<file path="src/common/gesl_pkg.sv">
// Package for the grabber event source logic: register map, source ids, cause bits.
// Assumes a 32-bit AXI4-Lite register bus and a 10 MHz clock.
package gesl_pkg;
	localparam int unsigned CLK_HZ = 10_000_000;
	localparam int unsigned US_NS = 1000;
	localparam int unsigned CLK_NS = 100;
	localparam int unsigned US_CYC = (US_NS + CLK_NS - 1) / CLK_NS;
	localparam int unsigned NSRC = 16;
	// Register byte offsets
	localparam logic [7:0] OFS_CTRL = 8'h00;
	localparam logic [7:0] OFS_NOTIFY_EN = 8'h04;
	localparam logic [7:0] OFS_QSTAT = 8'h08;
	localparam logic [7:0] OFS_POP = 8'h0C;
	localparam logic [7:0] OFS_E_SRC = 8'h10;
	localparam logic [7:0] OFS_E_TIME = 8'h14;
	localparam logic [7:0] OFS_E_CTX0 = 8'h18;
	localparam logic [7:0] OFS_E_CTX1 = 8'h1C;
	localparam logic [7:0] OFS_E_CTX2 = 8'h20;
	localparam logic [7:0] OFS_IRQ_STAT = 8'h24;
	localparam logic [7:0] OFS_IRQ_MASK = 8'h28;
	localparam logic [7:0] OFS_CNT_SEL = 8'h2C;
	localparam logic [7:0] OFS_CNT_VAL = 8'h30;
	localparam logic [7:0] OFS_CTX_CFG = 8'h34;
	// Control bit positions
	localparam int unsigned CTRL_CLR_ONE = 0;
	localparam int unsigned CTRL_CLR_ALL = 1;
	// Irq status bits
	localparam int unsigned IRQ_NONEMPTY = 0;
	localparam int unsigned IRQ_OVERFLOW = 1;
	localparam logic [31:0] NOTIFY_EN_RST = 32'h0000_0000;
	localparam logic [1:0] RESP_OKAY = 2'h0;
	localparam logic [1:0] RESP_SLVERR = 2'h2;
	// Source identifiers
	localparam logic [3:0] SRC_CAM_RISE = 4'h0;
	localparam logic [3:0] SRC_CAM_FALL = 4'h1;
	localparam logic [3:0] SRC_STB_RISE = 4'h2;
	localparam logic [3:0] SRC_STB_FALL = 4'h3;
	localparam logic [3:0] SRC_ALLOW = 4'h4;
	localparam logic [3:0] SRC_DISCARD = 4'h5;
	localparam logic [3:0] SRC_PENDING = 4'h6;
	localparam logic [3:0] SRC_TRIG_ACK = 4'h7;
	localparam logic [3:0] SRC_RESEND = 4'h8;
	localparam logic [3:0] SRC_SOS = 4'h9;
	localparam logic [3:0] SRC_EOS = 4'hA;
	localparam logic [3:0] SRC_REJECT = 4'hB;
	localparam logic [3:0] SRC_CRC_A = 4'hC;
	// Cause masks of defined bits per source
	localparam logic [31:0] CAUSE_DISCARD_M = 32'h0000_000F;
	localparam logic [31:0] CAUSE_PENDING_M = 32'h0000_0003;
	localparam logic [31:0] CAUSE_SOS_M = 32'h0000_000E;
	localparam logic [31:0] CAUSE_EOS_M = 32'h0000_003E;
	localparam logic [31:0] CAUSE_REJECT_M = 32'h0000_0003;
	// Context word selectors
	localparam logic [1:0] CTX_CAUSE = 2'h0;
	localparam logic [1:0] CTX_IO = 2'h1;
	localparam logic [1:0] CTX_COUNT = 2'h2;
	localparam logic [1:0] CTX_POS = 2'h3;

	typedef struct packed {
		logic [3:0]  src;
		logic [31:0] stamp;
		logic [31:0] ctx0;
		logic [31:0] ctx1;
		logic [31:0] ctx2;
	} gesl_entry_s;

	typedef struct packed {
		logic [5:0] eos;
		logic [3:0] sos;
		logic [3:0] discard;
		logic [1:0] pending;
		logic [1:0] reject;
	} gesl_cause_s;
endpackage

</file>
<file path="src/hdl/gesl_top.sv">
// Event source logic of one camera and illumination controller module: edge detect,
// cause encode, occurrence counters, event queue and AXI4-Lite register slave.
// Assumes all event inputs are synchronous one-cycle pulses or levels on aclk.
//
// Added by the designer: the address map and the AXI4-Lite register port.
`timescale 1ns/1ns
`default_nettype none
module gesl_top #(
	parameter int unsigned QDEPTH = 16
) (
	// Clock and reset
	input  wire logic               aclk,
	input  wire logic               aresetn,
	// AXI4-Lite slave
	input  wire logic [7:0]         s_awaddr,
	input  wire logic               s_awvalid,
	output logic                    s_awready,
	input  wire logic [31:0]        s_wdata,
	input  wire logic [3:0]         s_wstrb,
	input  wire logic               s_wvalid,
	output logic                    s_wready,
	output logic [1:0]              s_bresp,
	output logic                    s_bvalid,
	input  wire logic               s_bready,
	input  wire logic [7:0]         s_araddr,
	input  wire logic               s_arvalid,
	output logic                    s_arready,
	output logic [31:0]             s_rdata,
	output logic [1:0]              s_rresp,
	output logic                    s_rvalid,
	input  wire logic               s_rready,
	// Controller signals
	input  wire logic               cam_trig,
	input  wire logic               strobe,
	input  wire logic               allow_next,
	input  wire logic               discard_p,
	input  wire logic               pending_p,
	input  wire logic               trig_ack_p,
	input  wire logic               resend_p,
	// Data stream and link
	input  wire logic               sos_p,
	input  wire logic               eos_p,
	input  wire logic               reject_p,
	input  wire gesl_pkg::gesl_cause_s cause,
	input  wire logic [3:0]         crc_err_p,
	// Context sources
	input  wire logic [31:0]        io_lines,
	input  wire logic [31:0]        qpos,
	// Interrupt
	output logic                    irq
);
	localparam int unsigned AW = $clog2(QDEPTH);
	localparam int unsigned N = gesl_pkg::NSRC;

	// Edge detect
	logic cam_d_r;
	logic stb_d_r;
	logic allow_d_r;
	always_ff @(posedge aclk) begin
		if (!aresetn) begin
			cam_d_r <= 1'b0;
			stb_d_r <= 1'b0;
			allow_d_r <= 1'b0;
		end else begin
			cam_d_r <= cam_trig;
			stb_d_r <= strobe;
			allow_d_r <= allow_next;
		end
	end

	logic [N-1:0]  ev;
	logic [31:0]   cause_w [N];
	always_comb begin
		ev = '0;
		for (int i = 0; i < N; i++) cause_w[i] = 32'h0000_0000;
		ev[gesl_pkg::SRC_CAM_RISE] = cam_trig & ~cam_d_r;
		ev[gesl_pkg::SRC_CAM_FALL] = ~cam_trig & cam_d_r;
		ev[gesl_pkg::SRC_STB_RISE] = strobe & ~stb_d_r;
		ev[gesl_pkg::SRC_STB_FALL] = ~strobe & stb_d_r;
		ev[gesl_pkg::SRC_ALLOW] = allow_next & ~allow_d_r;
		ev[gesl_pkg::SRC_DISCARD] = discard_p;
		ev[gesl_pkg::SRC_PENDING] = pending_p;
		ev[gesl_pkg::SRC_TRIG_ACK] = trig_ack_p;
		ev[gesl_pkg::SRC_RESEND] = resend_p;
		ev[gesl_pkg::SRC_SOS] = sos_p;
		ev[gesl_pkg::SRC_EOS] = eos_p;
		ev[gesl_pkg::SRC_REJECT] = reject_p;
		ev[gesl_pkg::SRC_CRC_A +: 4] = crc_err_p;
		// Only defined bits pass; the rest read zero
		cause_w[gesl_pkg::SRC_DISCARD] = {28'h0, cause.discard} & gesl_pkg::CAUSE_DISCARD_M;
		cause_w[gesl_pkg::SRC_PENDING] = {30'h0, cause.pending} & gesl_pkg::CAUSE_PENDING_M;
		cause_w[gesl_pkg::SRC_SOS] = {28'h0, cause.sos} & gesl_pkg::CAUSE_SOS_M;
		cause_w[gesl_pkg::SRC_EOS] = {26'h0, cause.eos} & gesl_pkg::CAUSE_EOS_M;
		cause_w[gesl_pkg::SRC_REJECT] = {30'h0, cause.reject} & gesl_pkg::CAUSE_REJECT_M;
	end

	// Microsecond time stamp
	logic [7:0]  us_div_r;
	logic [31:0] stamp_r;
	always_ff @(posedge aclk) begin
		if (!aresetn) begin
			us_div_r <= 8'h00;
			stamp_r <= 32'h0000_0000;
		end else if (us_div_r == 8'(gesl_pkg::US_CYC - 1)) begin
			us_div_r <= 8'h00;
			stamp_r <= stamp_r + 32'h0000_0001;
		end else begin
			us_div_r <= us_div_r + 8'h01;
		end
	end

	// Software registers
	logic [31:0] notify_en_r;
	logic [1:0]  irq_mask_r;
	logic [1:0]  irq_stat_r;
	logic [3:0]  cnt_sel_r;
	logic [5:0]  ctx_cfg_r;
	logic        clr_one;
	logic        clr_all;
	logic        pop;
	logic        wr_go;
	logic [7:0]  wa;

	// Occurrence counters, never gated by the notify filter
	logic [31:0] cnt_r [N];
	for (genvar g = 0; g < N; g++) begin : g_cnt
		always_ff @(posedge aclk) begin
			if (!aresetn) begin
				cnt_r[g] <= 32'h0000_0000;
			end else if (clr_all || (clr_one && cnt_sel_r == 4'(g))) begin
				cnt_r[g] <= ev[g] ? 32'h0000_0001 : 32'h0000_0000;
			end else if (ev[g]) begin
				cnt_r[g] <= cnt_r[g] + 32'h0000_0001;
			end
		end
	end

	// Lowest notified source wins per cycle; simultaneous others are counted only
	logic [3:0]  win;
	logic        win_v;
	always_comb begin
		win = 4'h0;
		win_v = 1'b0;
		for (int i = N - 1; i >= 0; i--) begin
			if (ev[i] && notify_en_r[i]) begin
				win = 4'(i);
				win_v = 1'b1;
			end
		end
	end

	function automatic logic [31:0] ctx_pick(input logic [1:0] s, input logic [31:0] c, input logic [31:0] k,
			input logic [31:0] io, input logic [31:0] q);
		case (s)
			gesl_pkg::CTX_CAUSE: ctx_pick = c;
			gesl_pkg::CTX_IO: ctx_pick = io;
			gesl_pkg::CTX_COUNT: ctx_pick = k;
			default: ctx_pick = q;
		endcase
	endfunction

	// Event queue
	gesl_pkg::gesl_entry_s q_mem [QDEPTH];
	logic [AW:0]   wp_r;
	logic [AW:0]   rp_r;
	logic          q_empty;
	logic          q_full;
	logic          push;
	logic [AW:0]   q_lvl;
	logic [31:0]   cnt_ev;
	assign q_empty = (wp_r == rp_r);
	assign q_full = (wp_r[AW-1:0] == rp_r[AW-1:0]) && (wp_r[AW] != rp_r[AW]);
	assign push = win_v && !q_full;
	// Level kept at pointer width so a wrapped difference stays correct
	assign q_lvl = wp_r - rp_r;
	assign cnt_ev = (clr_all || (clr_one && cnt_sel_r == win)) ? 32'h0000_0001 : cnt_r[win] + 32'h0000_0001;
	always_ff @(posedge aclk) begin
		if (push) begin
			q_mem[wp_r[AW-1:0]] <= '{src: win, stamp: stamp_r,
				ctx0: ctx_pick(ctx_cfg_r[1:0], cause_w[win], cnt_ev, io_lines, qpos),
				ctx1: ctx_pick(ctx_cfg_r[3:2], cause_w[win], cnt_ev, io_lines, qpos),
				ctx2: ctx_pick(ctx_cfg_r[5:4], cause_w[win], cnt_ev, io_lines, qpos)};
		end
	end
	always_ff @(posedge aclk) begin
		if (!aresetn) begin
			wp_r <= '0;
			rp_r <= '0;
		end else begin
			if (push) wp_r <= wp_r + 1'b1;
			if (pop && !q_empty) rp_r <= rp_r + 1'b1;
		end
	end
	gesl_pkg::gesl_entry_s head;
	assign head = q_mem[rp_r[AW-1:0]];

	// AXI4-Lite write path
	logic aw_got_r;
	logic w_got_r;
	logic [7:0] awaddr_r;
	logic [31:0] wdata_r;
	assign wr_go = aw_got_r && w_got_r && !s_bvalid;
	assign wa = awaddr_r;
	assign clr_one = wr_go && wa == gesl_pkg::OFS_CTRL && wdata_r[gesl_pkg::CTRL_CLR_ONE];
	assign clr_all = wr_go && wa == gesl_pkg::OFS_CTRL && wdata_r[gesl_pkg::CTRL_CLR_ALL];
	assign pop = wr_go && wa == gesl_pkg::OFS_POP;
	always_ff @(posedge aclk) begin
		if (!aresetn) begin
			aw_got_r <= 1'b0;
			w_got_r <= 1'b0;
			awaddr_r <= 8'h00;
			wdata_r <= 32'h0000_0000;
			s_awready <= 1'b0;
			s_wready <= 1'b0;
			s_bvalid <= 1'b0;
			s_bresp <= gesl_pkg::RESP_OKAY;
		end else begin
			s_awready <= !aw_got_r && !s_awready && s_awvalid;
			s_wready <= !w_got_r && !s_wready && s_wvalid;
			if (s_awvalid && s_awready) begin
				aw_got_r <= 1'b1;
				awaddr_r <= s_awaddr;
			end
			if (s_wvalid && s_wready) begin
				w_got_r <= 1'b1;
				wdata_r <= s_wdata;
			end
			if (wr_go) begin
				aw_got_r <= 1'b0;
				w_got_r <= 1'b0;
				s_bvalid <= 1'b1;
				s_bresp <= (wa > gesl_pkg::OFS_CTX_CFG || wa[1:0] != 2'h0) ? gesl_pkg::RESP_SLVERR
					: gesl_pkg::RESP_OKAY;
			end else if (s_bready) begin
				s_bvalid <= 1'b0;
			end
		end
	end

	// Writable registers; s_wstrb is ignored, so every write loads the whole register
	always_ff @(posedge aclk) begin
		if (!aresetn) begin
			notify_en_r <= gesl_pkg::NOTIFY_EN_RST;
			irq_mask_r <= 2'h0;
			cnt_sel_r <= 4'h0;
			ctx_cfg_r <= 6'h00;
		end else if (wr_go) begin
			case (wa)
				gesl_pkg::OFS_NOTIFY_EN: notify_en_r <= wdata_r;
				gesl_pkg::OFS_IRQ_MASK: irq_mask_r <= wdata_r[1:0];
				gesl_pkg::OFS_CNT_SEL: cnt_sel_r <= wdata_r[3:0];
				gesl_pkg::OFS_CTX_CFG: ctx_cfg_r <= wdata_r[5:0];
				default: ;
			endcase
		end
	end

	// Read path
	logic rd_stat;
	always_ff @(posedge aclk) begin
		if (!aresetn) begin
			s_arready <= 1'b0;
			s_rvalid <= 1'b0;
			s_rdata <= 32'h0000_0000;
			s_rresp <= gesl_pkg::RESP_OKAY;
		end else begin
			s_arready <= !s_arready && !s_rvalid && s_arvalid;
			if (s_arvalid && s_arready) begin
				s_rvalid <= 1'b1;
				s_rresp <= gesl_pkg::RESP_OKAY;
				case (s_araddr)
					gesl_pkg::OFS_CTRL: s_rdata <= 32'h0000_0000;
					gesl_pkg::OFS_NOTIFY_EN: s_rdata <= notify_en_r;
					gesl_pkg::OFS_QSTAT: s_rdata <= {23'h0, q_full, 7'(q_lvl), !q_empty};
					gesl_pkg::OFS_POP: s_rdata <= 32'h0000_0000;
					gesl_pkg::OFS_E_SRC: s_rdata <= {28'h0, head.src};
					gesl_pkg::OFS_E_TIME: s_rdata <= head.stamp;
					gesl_pkg::OFS_E_CTX0: s_rdata <= head.ctx0;
					gesl_pkg::OFS_E_CTX1: s_rdata <= head.ctx1;
					gesl_pkg::OFS_E_CTX2: s_rdata <= head.ctx2;
					gesl_pkg::OFS_IRQ_STAT: s_rdata <= {30'h0, irq_stat_r};
					gesl_pkg::OFS_IRQ_MASK: s_rdata <= {30'h0, irq_mask_r};
					gesl_pkg::OFS_CNT_SEL: s_rdata <= {28'h0, cnt_sel_r};
					gesl_pkg::OFS_CNT_VAL: s_rdata <= cnt_r[cnt_sel_r];
					gesl_pkg::OFS_CTX_CFG: s_rdata <= {26'h0, ctx_cfg_r};
					default: begin
						s_rdata <= 32'h0000_0000;
						s_rresp <= gesl_pkg::RESP_SLVERR;
					end
				endcase
			end else if (s_rready) begin
				s_rvalid <= 1'b0;
			end
		end
	end
	assign rd_stat = s_arvalid && s_arready && s_araddr == gesl_pkg::OFS_IRQ_STAT;

	// Sticky status, cleared by read; a new event in the same cycle wins
	logic [1:0] irq_set;
	assign irq_set = {win_v && q_full, push};
	always_ff @(posedge aclk) begin
		if (!aresetn) begin
			irq_stat_r <= 2'h0;
			irq <= 1'b0;
		end else begin
			irq_stat_r <= (rd_stat ? 2'h0 : irq_stat_r) | irq_set;
			irq <= |((irq_stat_r | irq_set) & irq_mask_r) || (!q_empty && irq_mask_r[gesl_pkg::IRQ_NONEMPTY]);
		end
	end

	// Assertions
	a_cam_rise_count: assert property (@(posedge aclk) disable iff (!aresetn)
		(cam_trig && !cam_d_r && !clr_all && !clr_one) |=> cnt_r[0] == $past(cnt_r[0]) + 32'h0000_0001)
		else $error("camera rise not counted");
	a_cam_fall_count: assert property (@(posedge aclk) disable iff (!aresetn)
		(!cam_trig && cam_d_r && !clr_all && !clr_one) |=> cnt_r[1] == $past(cnt_r[1]) + 32'h0000_0001)
		else $error("camera fall not counted");
	a_strobe_events: assert property (@(posedge aclk) disable iff (!aresetn)
		(strobe && !stb_d_r && !clr_all && !clr_one) |=> cnt_r[2] == $past(cnt_r[2]) + 32'h0000_0001)
		else $error("strobe rise not counted");
	a_clear_all: assert property (@(posedge aclk) disable iff (!aresetn)
		clr_all |=> cnt_r[3] <= 32'h0000_0001)
		else $error("clear all failed");
	a_notify_reset: assert property (@(posedge aclk)
		!aresetn |=> notify_en_r == 32'h0000_0000)
		else $error("notify not disabled by reset");
	a_no_notify_push: assert property (@(posedge aclk) disable iff (!aresetn)
		(notify_en_r == 32'h0000_0000) |-> !push)
		else $error("push while all disabled");
	a_pop_drains: assert property (@(posedge aclk) disable iff (!aresetn)
		(pop && !q_empty && !push) |=> q_lvl == $past(q_lvl) - 1'b1)
		else $error("pop did not remove entry");
	a_eos_undef_zero: assert property (@(posedge aclk) disable iff (!aresetn)
		cause_w[gesl_pkg::SRC_EOS][0] == 1'b0 && cause_w[gesl_pkg::SRC_SOS][0] == 1'b0)
		else $error("undefined cause bit set");
	a_crc_count: assert property (@(posedge aclk) disable iff (!aresetn)
		(crc_err_p[2] && !clr_all && !clr_one) |=> cnt_r[14] == $past(cnt_r[14]) + 32'h0000_0001)
		else $error("crc C not counted");
	a_irq_empty: assert property (@(posedge aclk) disable iff (!aresetn)
		(q_empty && irq_stat_r == 2'h0 && irq_set == 2'h0) |=> !irq)
		else $error("irq without cause");
	c_push: cover property (@(posedge aclk) disable iff (!aresetn) push);
	c_full: cover property (@(posedge aclk) disable iff (!aresetn) q_full);
	c_pop: cover property (@(posedge aclk) disable iff (!aresetn) pop && !q_empty);
	c_irq: cover property (@(posedge aclk) disable iff (!aresetn) irq);
endmodule // gesl_top
`default_nettype wire

</file>
<file path="config.mk">
export PLATFORM = sky130hd
export DESIGN_NAME = gesl_top
export DESIGN_NICKNAME = d
export VERILOG_FILES = /design/src/common/gesl_pkg.sv /design/src/hdl/gesl_top.sv
export SDC_FILE = /design/constraint.sdc
export NUM_CORES = 2
export LEC_CHECK = 0
export BUFFER_PORTS_ARGS = -buffer_cell sky130_fd_sc_hd__buf_2
export CAP_MARGIN = 40
export CELL_PAD_IN_SITES_DETAIL_PLACEMENT = 1
export CELL_PAD_IN_SITES_GLOBAL_PLACEMENT = 1
export CORE_ASPECT_RATIO = 0.6
export CORE_MARGIN = 5
export CORE_UTILIZATION = 59
export CTS_CLUSTER_DIAMETER = 50
export DETAILED_ROUTE_END_ITERATION = 8
export HOLD_SLACK_MARGIN = 0.02
export PLACE_DENSITY = 0.92
export SETUP_SLACK_MARGIN = 0.2
export SLEW_MARGIN = 10
export SYNTH_ARGS = -nofsm -noshare
export SYNTH_HDL_FRONTEND = slang
export SYNTH_SLANG_ARGS = --single-unit
</file>
<file path="constraint.sdc">
create_clock -name aclk -period 33.1 [get_ports aclk]
set_input_delay 1.655 -clock aclk [delete_from_list [all_inputs] [get_ports aclk]]
set_output_delay 1.655 -clock aclk [all_outputs]
set_load 0.01 [all_outputs]
</file>
==> flow_summary.yaml, run 1 <==
outcome:
  error: "[ERROR GRT-0232] Routing congestion too high. Check the congestion heatmap in the GUI."
  stop_stage: "5_1_grt"
  status: "did not finish"
grt:
  groute.usage.overall: 0.666
  grt_max_degree: 161
  grt_overflow: 112
  antenna_found_initial: 146
placement:
  pre_cts_slack_ns: 24.36
  gp_congestion: 0.975
  hpwl_um: 299000
  portBuffers: 188
yosys:
  netlist_instances: 7815
  ys_types: 96
  syn_area_um2: 126000
  ys_ff_latch: 2813
  synth_edf_count: 2624
  synth_warnings: 0
  yosysSeqAreaShare: 0.655
  postSynthAreaPerCell_um2: 16.1
  async_reset_ff_frac: 0
  synth_top_flop_cell: "edfxtp_1"
clock_tree:
  cts_hold_buffers: 0
  cts_buffer_depth: 4
  cts_setup_buffers: 0
  cts_resized: 0
  h-tree-depth: 4
  numCtsBuffers: 249
  cts_sinks: 2813
  cts_root_buffer: "clkbuf_16"
floorplan:
  die_h_um: 368
  dieWidth_um: 607
  initial_core_util: 0.593
  io_pins: 197
  num_rows: 131
==> Yosys cell counts (all sizes together) (65+ instances only) <==
master / count / area, um2
a211oi: 67 / 508
a21boi: 82 / 616
a21oi: 101 / 521
a22oi: 89 / 668
and2: 67 / 420
and3: 137 / 857
buf: 133 / 702
clkbuf: 304 / 1140
dfxtp: 189 / 3780
edfxtp: 2624 / 78800
inv: 65 / 244
mux2: 77 / 867
mux2i: 156 / 1560
mux4: 835 / 18800
nand2: 628 / 2380
nand3: 247 / 1250
nand4: 116 / 738
nor2: 703 / 2650
nor2b: 70 / 438
o21ai: 112 / 568
xnor2: 226 / 1980
xor2: 315 / 2760
==> routing by layer <==
metal / GRT usage / overflow
met5: 0.392 / 1
met4: 0.574 / 52
met3: 0.579 / 2
met2: 0.789 / 53
met1: 0.678 / 4
==> cells by family after synthesis <==
kind of cell,synth area share
DFF,0.655
and+or+nand+nor,0.0801
muxes,0.168
AOI/OAI and AO/OA,0.0392
xor gates and xnor gates,0.0376
buffers and inverters,0.0167
adders and majority gates,0.00304
other,0.0000297
==> through the flow <==
stage               cells  area, um2
global placement    10600     131000
CTS                 11100     140000
detailed placement  10700     132000
floorplan            7816     126000
==> inputs of run 2 (changes only) <==
==> config.mk (replaced) <==
export PLATFORM = sky130hd
export DESIGN_NAME = gesl_top
export DESIGN_NICKNAME = d
export VERILOG_FILES = /design/src/common/gesl_pkg.sv /design/src/hdl/gesl_top.sv
export SDC_FILE = /design/constraint.sdc
export NUM_CORES = 2
export LEC_CHECK = 0
export BUFFER_PORTS_ARGS = -buffer_cell sky130_fd_sc_hd__buf_2
export CAP_MARGIN = 40
export CORE_MARGIN = 5
export CORE_UTILIZATION = 40
export DETAILED_ROUTE_END_ITERATION = 8
export PLACE_DENSITY_LB_ADDON = 0.15
export SLEW_MARGIN = 10
export SYNTH_ARGS = -nofsm -noshare
export SYNTH_HDL_FRONTEND = slang
export SYNTH_SLANG_ARGS = --single-unit
==> run 2 against run 1 <==
Effect of this change:
- the flow now finishes without violations
- synthesized area did not move
- synthesized cell count did not move
==> flow_summary.yaml, run 2 <==
outcome:
  status: "finished, final reports clean"
yosys:
  synthTopCellsByCount: "edfxtp_1 (2624), mux4_2 (835), nor2_1 (702)"
  syn_area_um2: 126000
  yosysSeqAreaShare: 0.655
  netlist_instances: 7815
  ys_ff_latch: 2813
  ys_types: 96
  synth_warnings: 0
  synth_top_area_frac: 0.625
  synth_area_leaders: "edfxtp_1 (62%), mux4_2 (15%), dfxtp_1 (3.0%)"
  synth_top_flop_cell: "edfxtp_1"
  synth.most_common_cell: "edfxtp_1"
  async_reset_ff_frac: 0
  synth_edf_count: 2624
  postSynthAreaPerCell_um2: 16.1
  synth_area_leader_cell: "edfxtp_1"
setup_path:
  crit_required_ns: 33.68
  cp.depth: 18
  worstSetupPathType: "in2reg"
  worst_path_dominant_cell_family: "simple AND/OR/NAND/NOR gates"
  regToRegEndpoint: "q_mem[13][22]"
  rrSetupSlack_ns: 24.68
  crit_start: "strobe"
  timing.rr.start: "notify_en_r[3]"
  worst_path_max_delay_cell: "o21ai_1"
  crit_fanout: 72
  critical_path.max_stage_delay_ns: 0.80
  end_kind: "flip-flop"
  cp_cell_sequence: "buf_2 -> and3b_1 -> o21ai_1 -> nand2_2 -> a21oi_4 -> inv_6 -> buf_4 -> buf_4 -> mux2i_1 -> o22ai_1 -> a211oi_2 -> ha_1 -> nand4_1 -> nor4_4 -> nand3_2 -> nor4_1 -> mux2i_1 -> o21ai_1"
  worst-path-buf-inv: 4
  start_kind: "primary input"
  crit_end: "q_mem[13][22]"
  reg2reg_depth: 17
  worstPathArrival_ns: 9.46
sta:
  tns_ns: 0
  tightest_slew_ns: 1.10
  relSlewSlack: 0.266
  period_minus_slack_ns: 8.88
  skew_ns: 0.0980
  finalHoldViolCount: 0
  clock.fmax_ghz: 0.113
  fin_crit_sh: 0.268
  finalSetupViolCount: 0
  rsz0062_at_grt: "no"
  slew_violations: 0
floorplan:
  num_rows: 206
  core_um2: 314000
  die_h_um: 571
  die_area_um2: 327000
  initial_core_util: 0.401
  io_pins: 197
  dieWidth_um: 571
grt:
  grt_max_degree: 131
  antenna_found_initial: 57
  grt_overflow: 0
  groute.usage.overall: 0.251
  grt_pass1_vias: 74500
  grt_pass1_wl_um: 582000
route:
  wirelength_um: 417000
  vias_per_cell: 6.05
  drc: 0
  vias: 76400
  avgRoutedWirePerCell_um: 33.0
  drt_first_pass_iters: 6
  antenna_left: 0
  dr.first_iter.drc_count: 9027
run:
  max-cap-violations: 0
power:
  max-vdd-ir-drop_uv: 48.8
  p_leak_uw: 0.0457
  power_density_nw_per_um2: 53.0
layout:
  largest_register_ffs: 2112
  drive_gt1_frac: 0.229
  layout_common_cells: "edfxtp_1 (2624), mux4_2 (835), nor2_1 (683), nand2_1 (623)"
  fin_nets: 8353
  fillCellCount: 27400
  final_common_cell: "edfxtp_1"
  layoutNonFillerInstCount: 12600
  syn2layout_area_growth_pct: 14.1
clock_tree:
  cts_sinks: 2813
  h-tree-depth: 5
  cts_resized: 0
  cts_buffer_depth: 4
  numCtsBuffers: 312
  cts_setup_buffers: 0
  cts_hold_buffers: 0
  cts_tree: "built"
  clk_transition_reported_paths_ns: 0.06
  clk_latency_ns: 0.96
  cts_root_buffer: "clkbuf_16"
min_path:
  hold_depth: 1
  hold_path.class: "reg2reg"
placement:
  gp_congestion: 0.915
  hpwl_um: 267000
  portBuffers: 188
  dp_cells: 12000
==> run 2: cell counts after synthesis <==
No cell type changed its count.
==> run 2: final cells by class <==
type	count	area, um2	area share
Clock inverter	152	1780	0.0124
Inverter	67	263	0.00183
Clock buffer	420	8450	0.0587
Tap cell	4160	5200	0.0362
Multi-Input combinational cell	4499	41700	0.289
Antenna cell	39	97.6	0.000678
Sequential cell	2813	82600	0.574
Timing Repair Buffer	475	3840	0.0267
==> run 2: kinds of logic (layout without fill, tap and decap cells) <==
group / after synthesis / after routing / synth area share
xor+xnor: 541 / 541 / 0.0376
fa+ha+maj: 30 / 30 / 0.00304
buf+inv: 504 / 1114 / 0.0167
flops: 2813 / 2813 / 0.655
other cells: 1 / 41 / 0.0000297
simple gates: 2156 / 2156 / 0.0801
mux: 1068 / 1068 / 0.168
compound gates: 702 / 702 / 0.0392
==> run 2: worst min-delay path by stage <==
stage	from	slack, ns	endpoint
3_3_place_gp	s_rvalid	0.43	s_arready
4_1_cts	s_rvalid	0.46	s_arready
6_report	s_rvalid	0.46	s_arready
5_1_grt	wdata_r[27]	0.49	notify_en_r[27]
2_1_floorplan	aw_got_r	0.42	s_awready
3_5_place_dp	s_rvalid	0.45	s_arready
==> run 2: worst reg2reg max path, stage by stage, from the launching register on <==
cell      delay (ns)
dfxtp_1         0.52
and3b_1         0.33
o21ai_1         0.31
nand2_2         0.66
a21oi_4         0.11
inv_6           0.49
buf_4           0.74
buf_4           0.66
mux2i_1         0.37
o22ai_1         0.23
a211oi_2        0.62
ha_1            0.38
nand4_1         0.18
nor4_4          0.52
nand3_2         0.28
nor4_1          0.59
mux2i_1         0.33
o21ai_1         0.80
==> run 2: report_power, final <==
| group | internal (uW) | switching (uW) |
|---|---|---|
| Sequential | 3890 | 71.7 |
| Clock | 1980 | 1490 |
| Combinational | 79.5 | 129 |
| Total | 5950 | 1690 |
==> run 2: stage by stage <==
| step | utilization | hold slack (ns) | area, um2 | worst slack [ns] | power, uW |
|---|---|---|---|---|---|
| after floorplan | - | 0.421 | 126000 | 20.59 | 4120 |
| after global placement | 0.421 | 0.427 | 132000 | 23.02 | 4230 |
| after detailed placement | 0.425 | 0.451 | 134000 | 22.92 | 4240 |
| after CTS | 0.457 | 0.462 | 144000 | 23.84 | 7700 |
| after global routing | 0.457 | 0.490 | 144000 | 23.96 | 7870 |
| final | 0.458 | 0.464 | 144000 | 24.22 | 7630 |
==> run 2: per-layer routing <==
layer  up-vias  part of all wire  GRT usage
met5         -          0.000062          0
met4         4             0.054      0.119
met3       672             0.070     0.0369
met2      3278              0.46      0.382
met1     40900              0.42      0.356
li1      31600                 -          -
No activity file was read; power rests on OpenSTA's default activity.
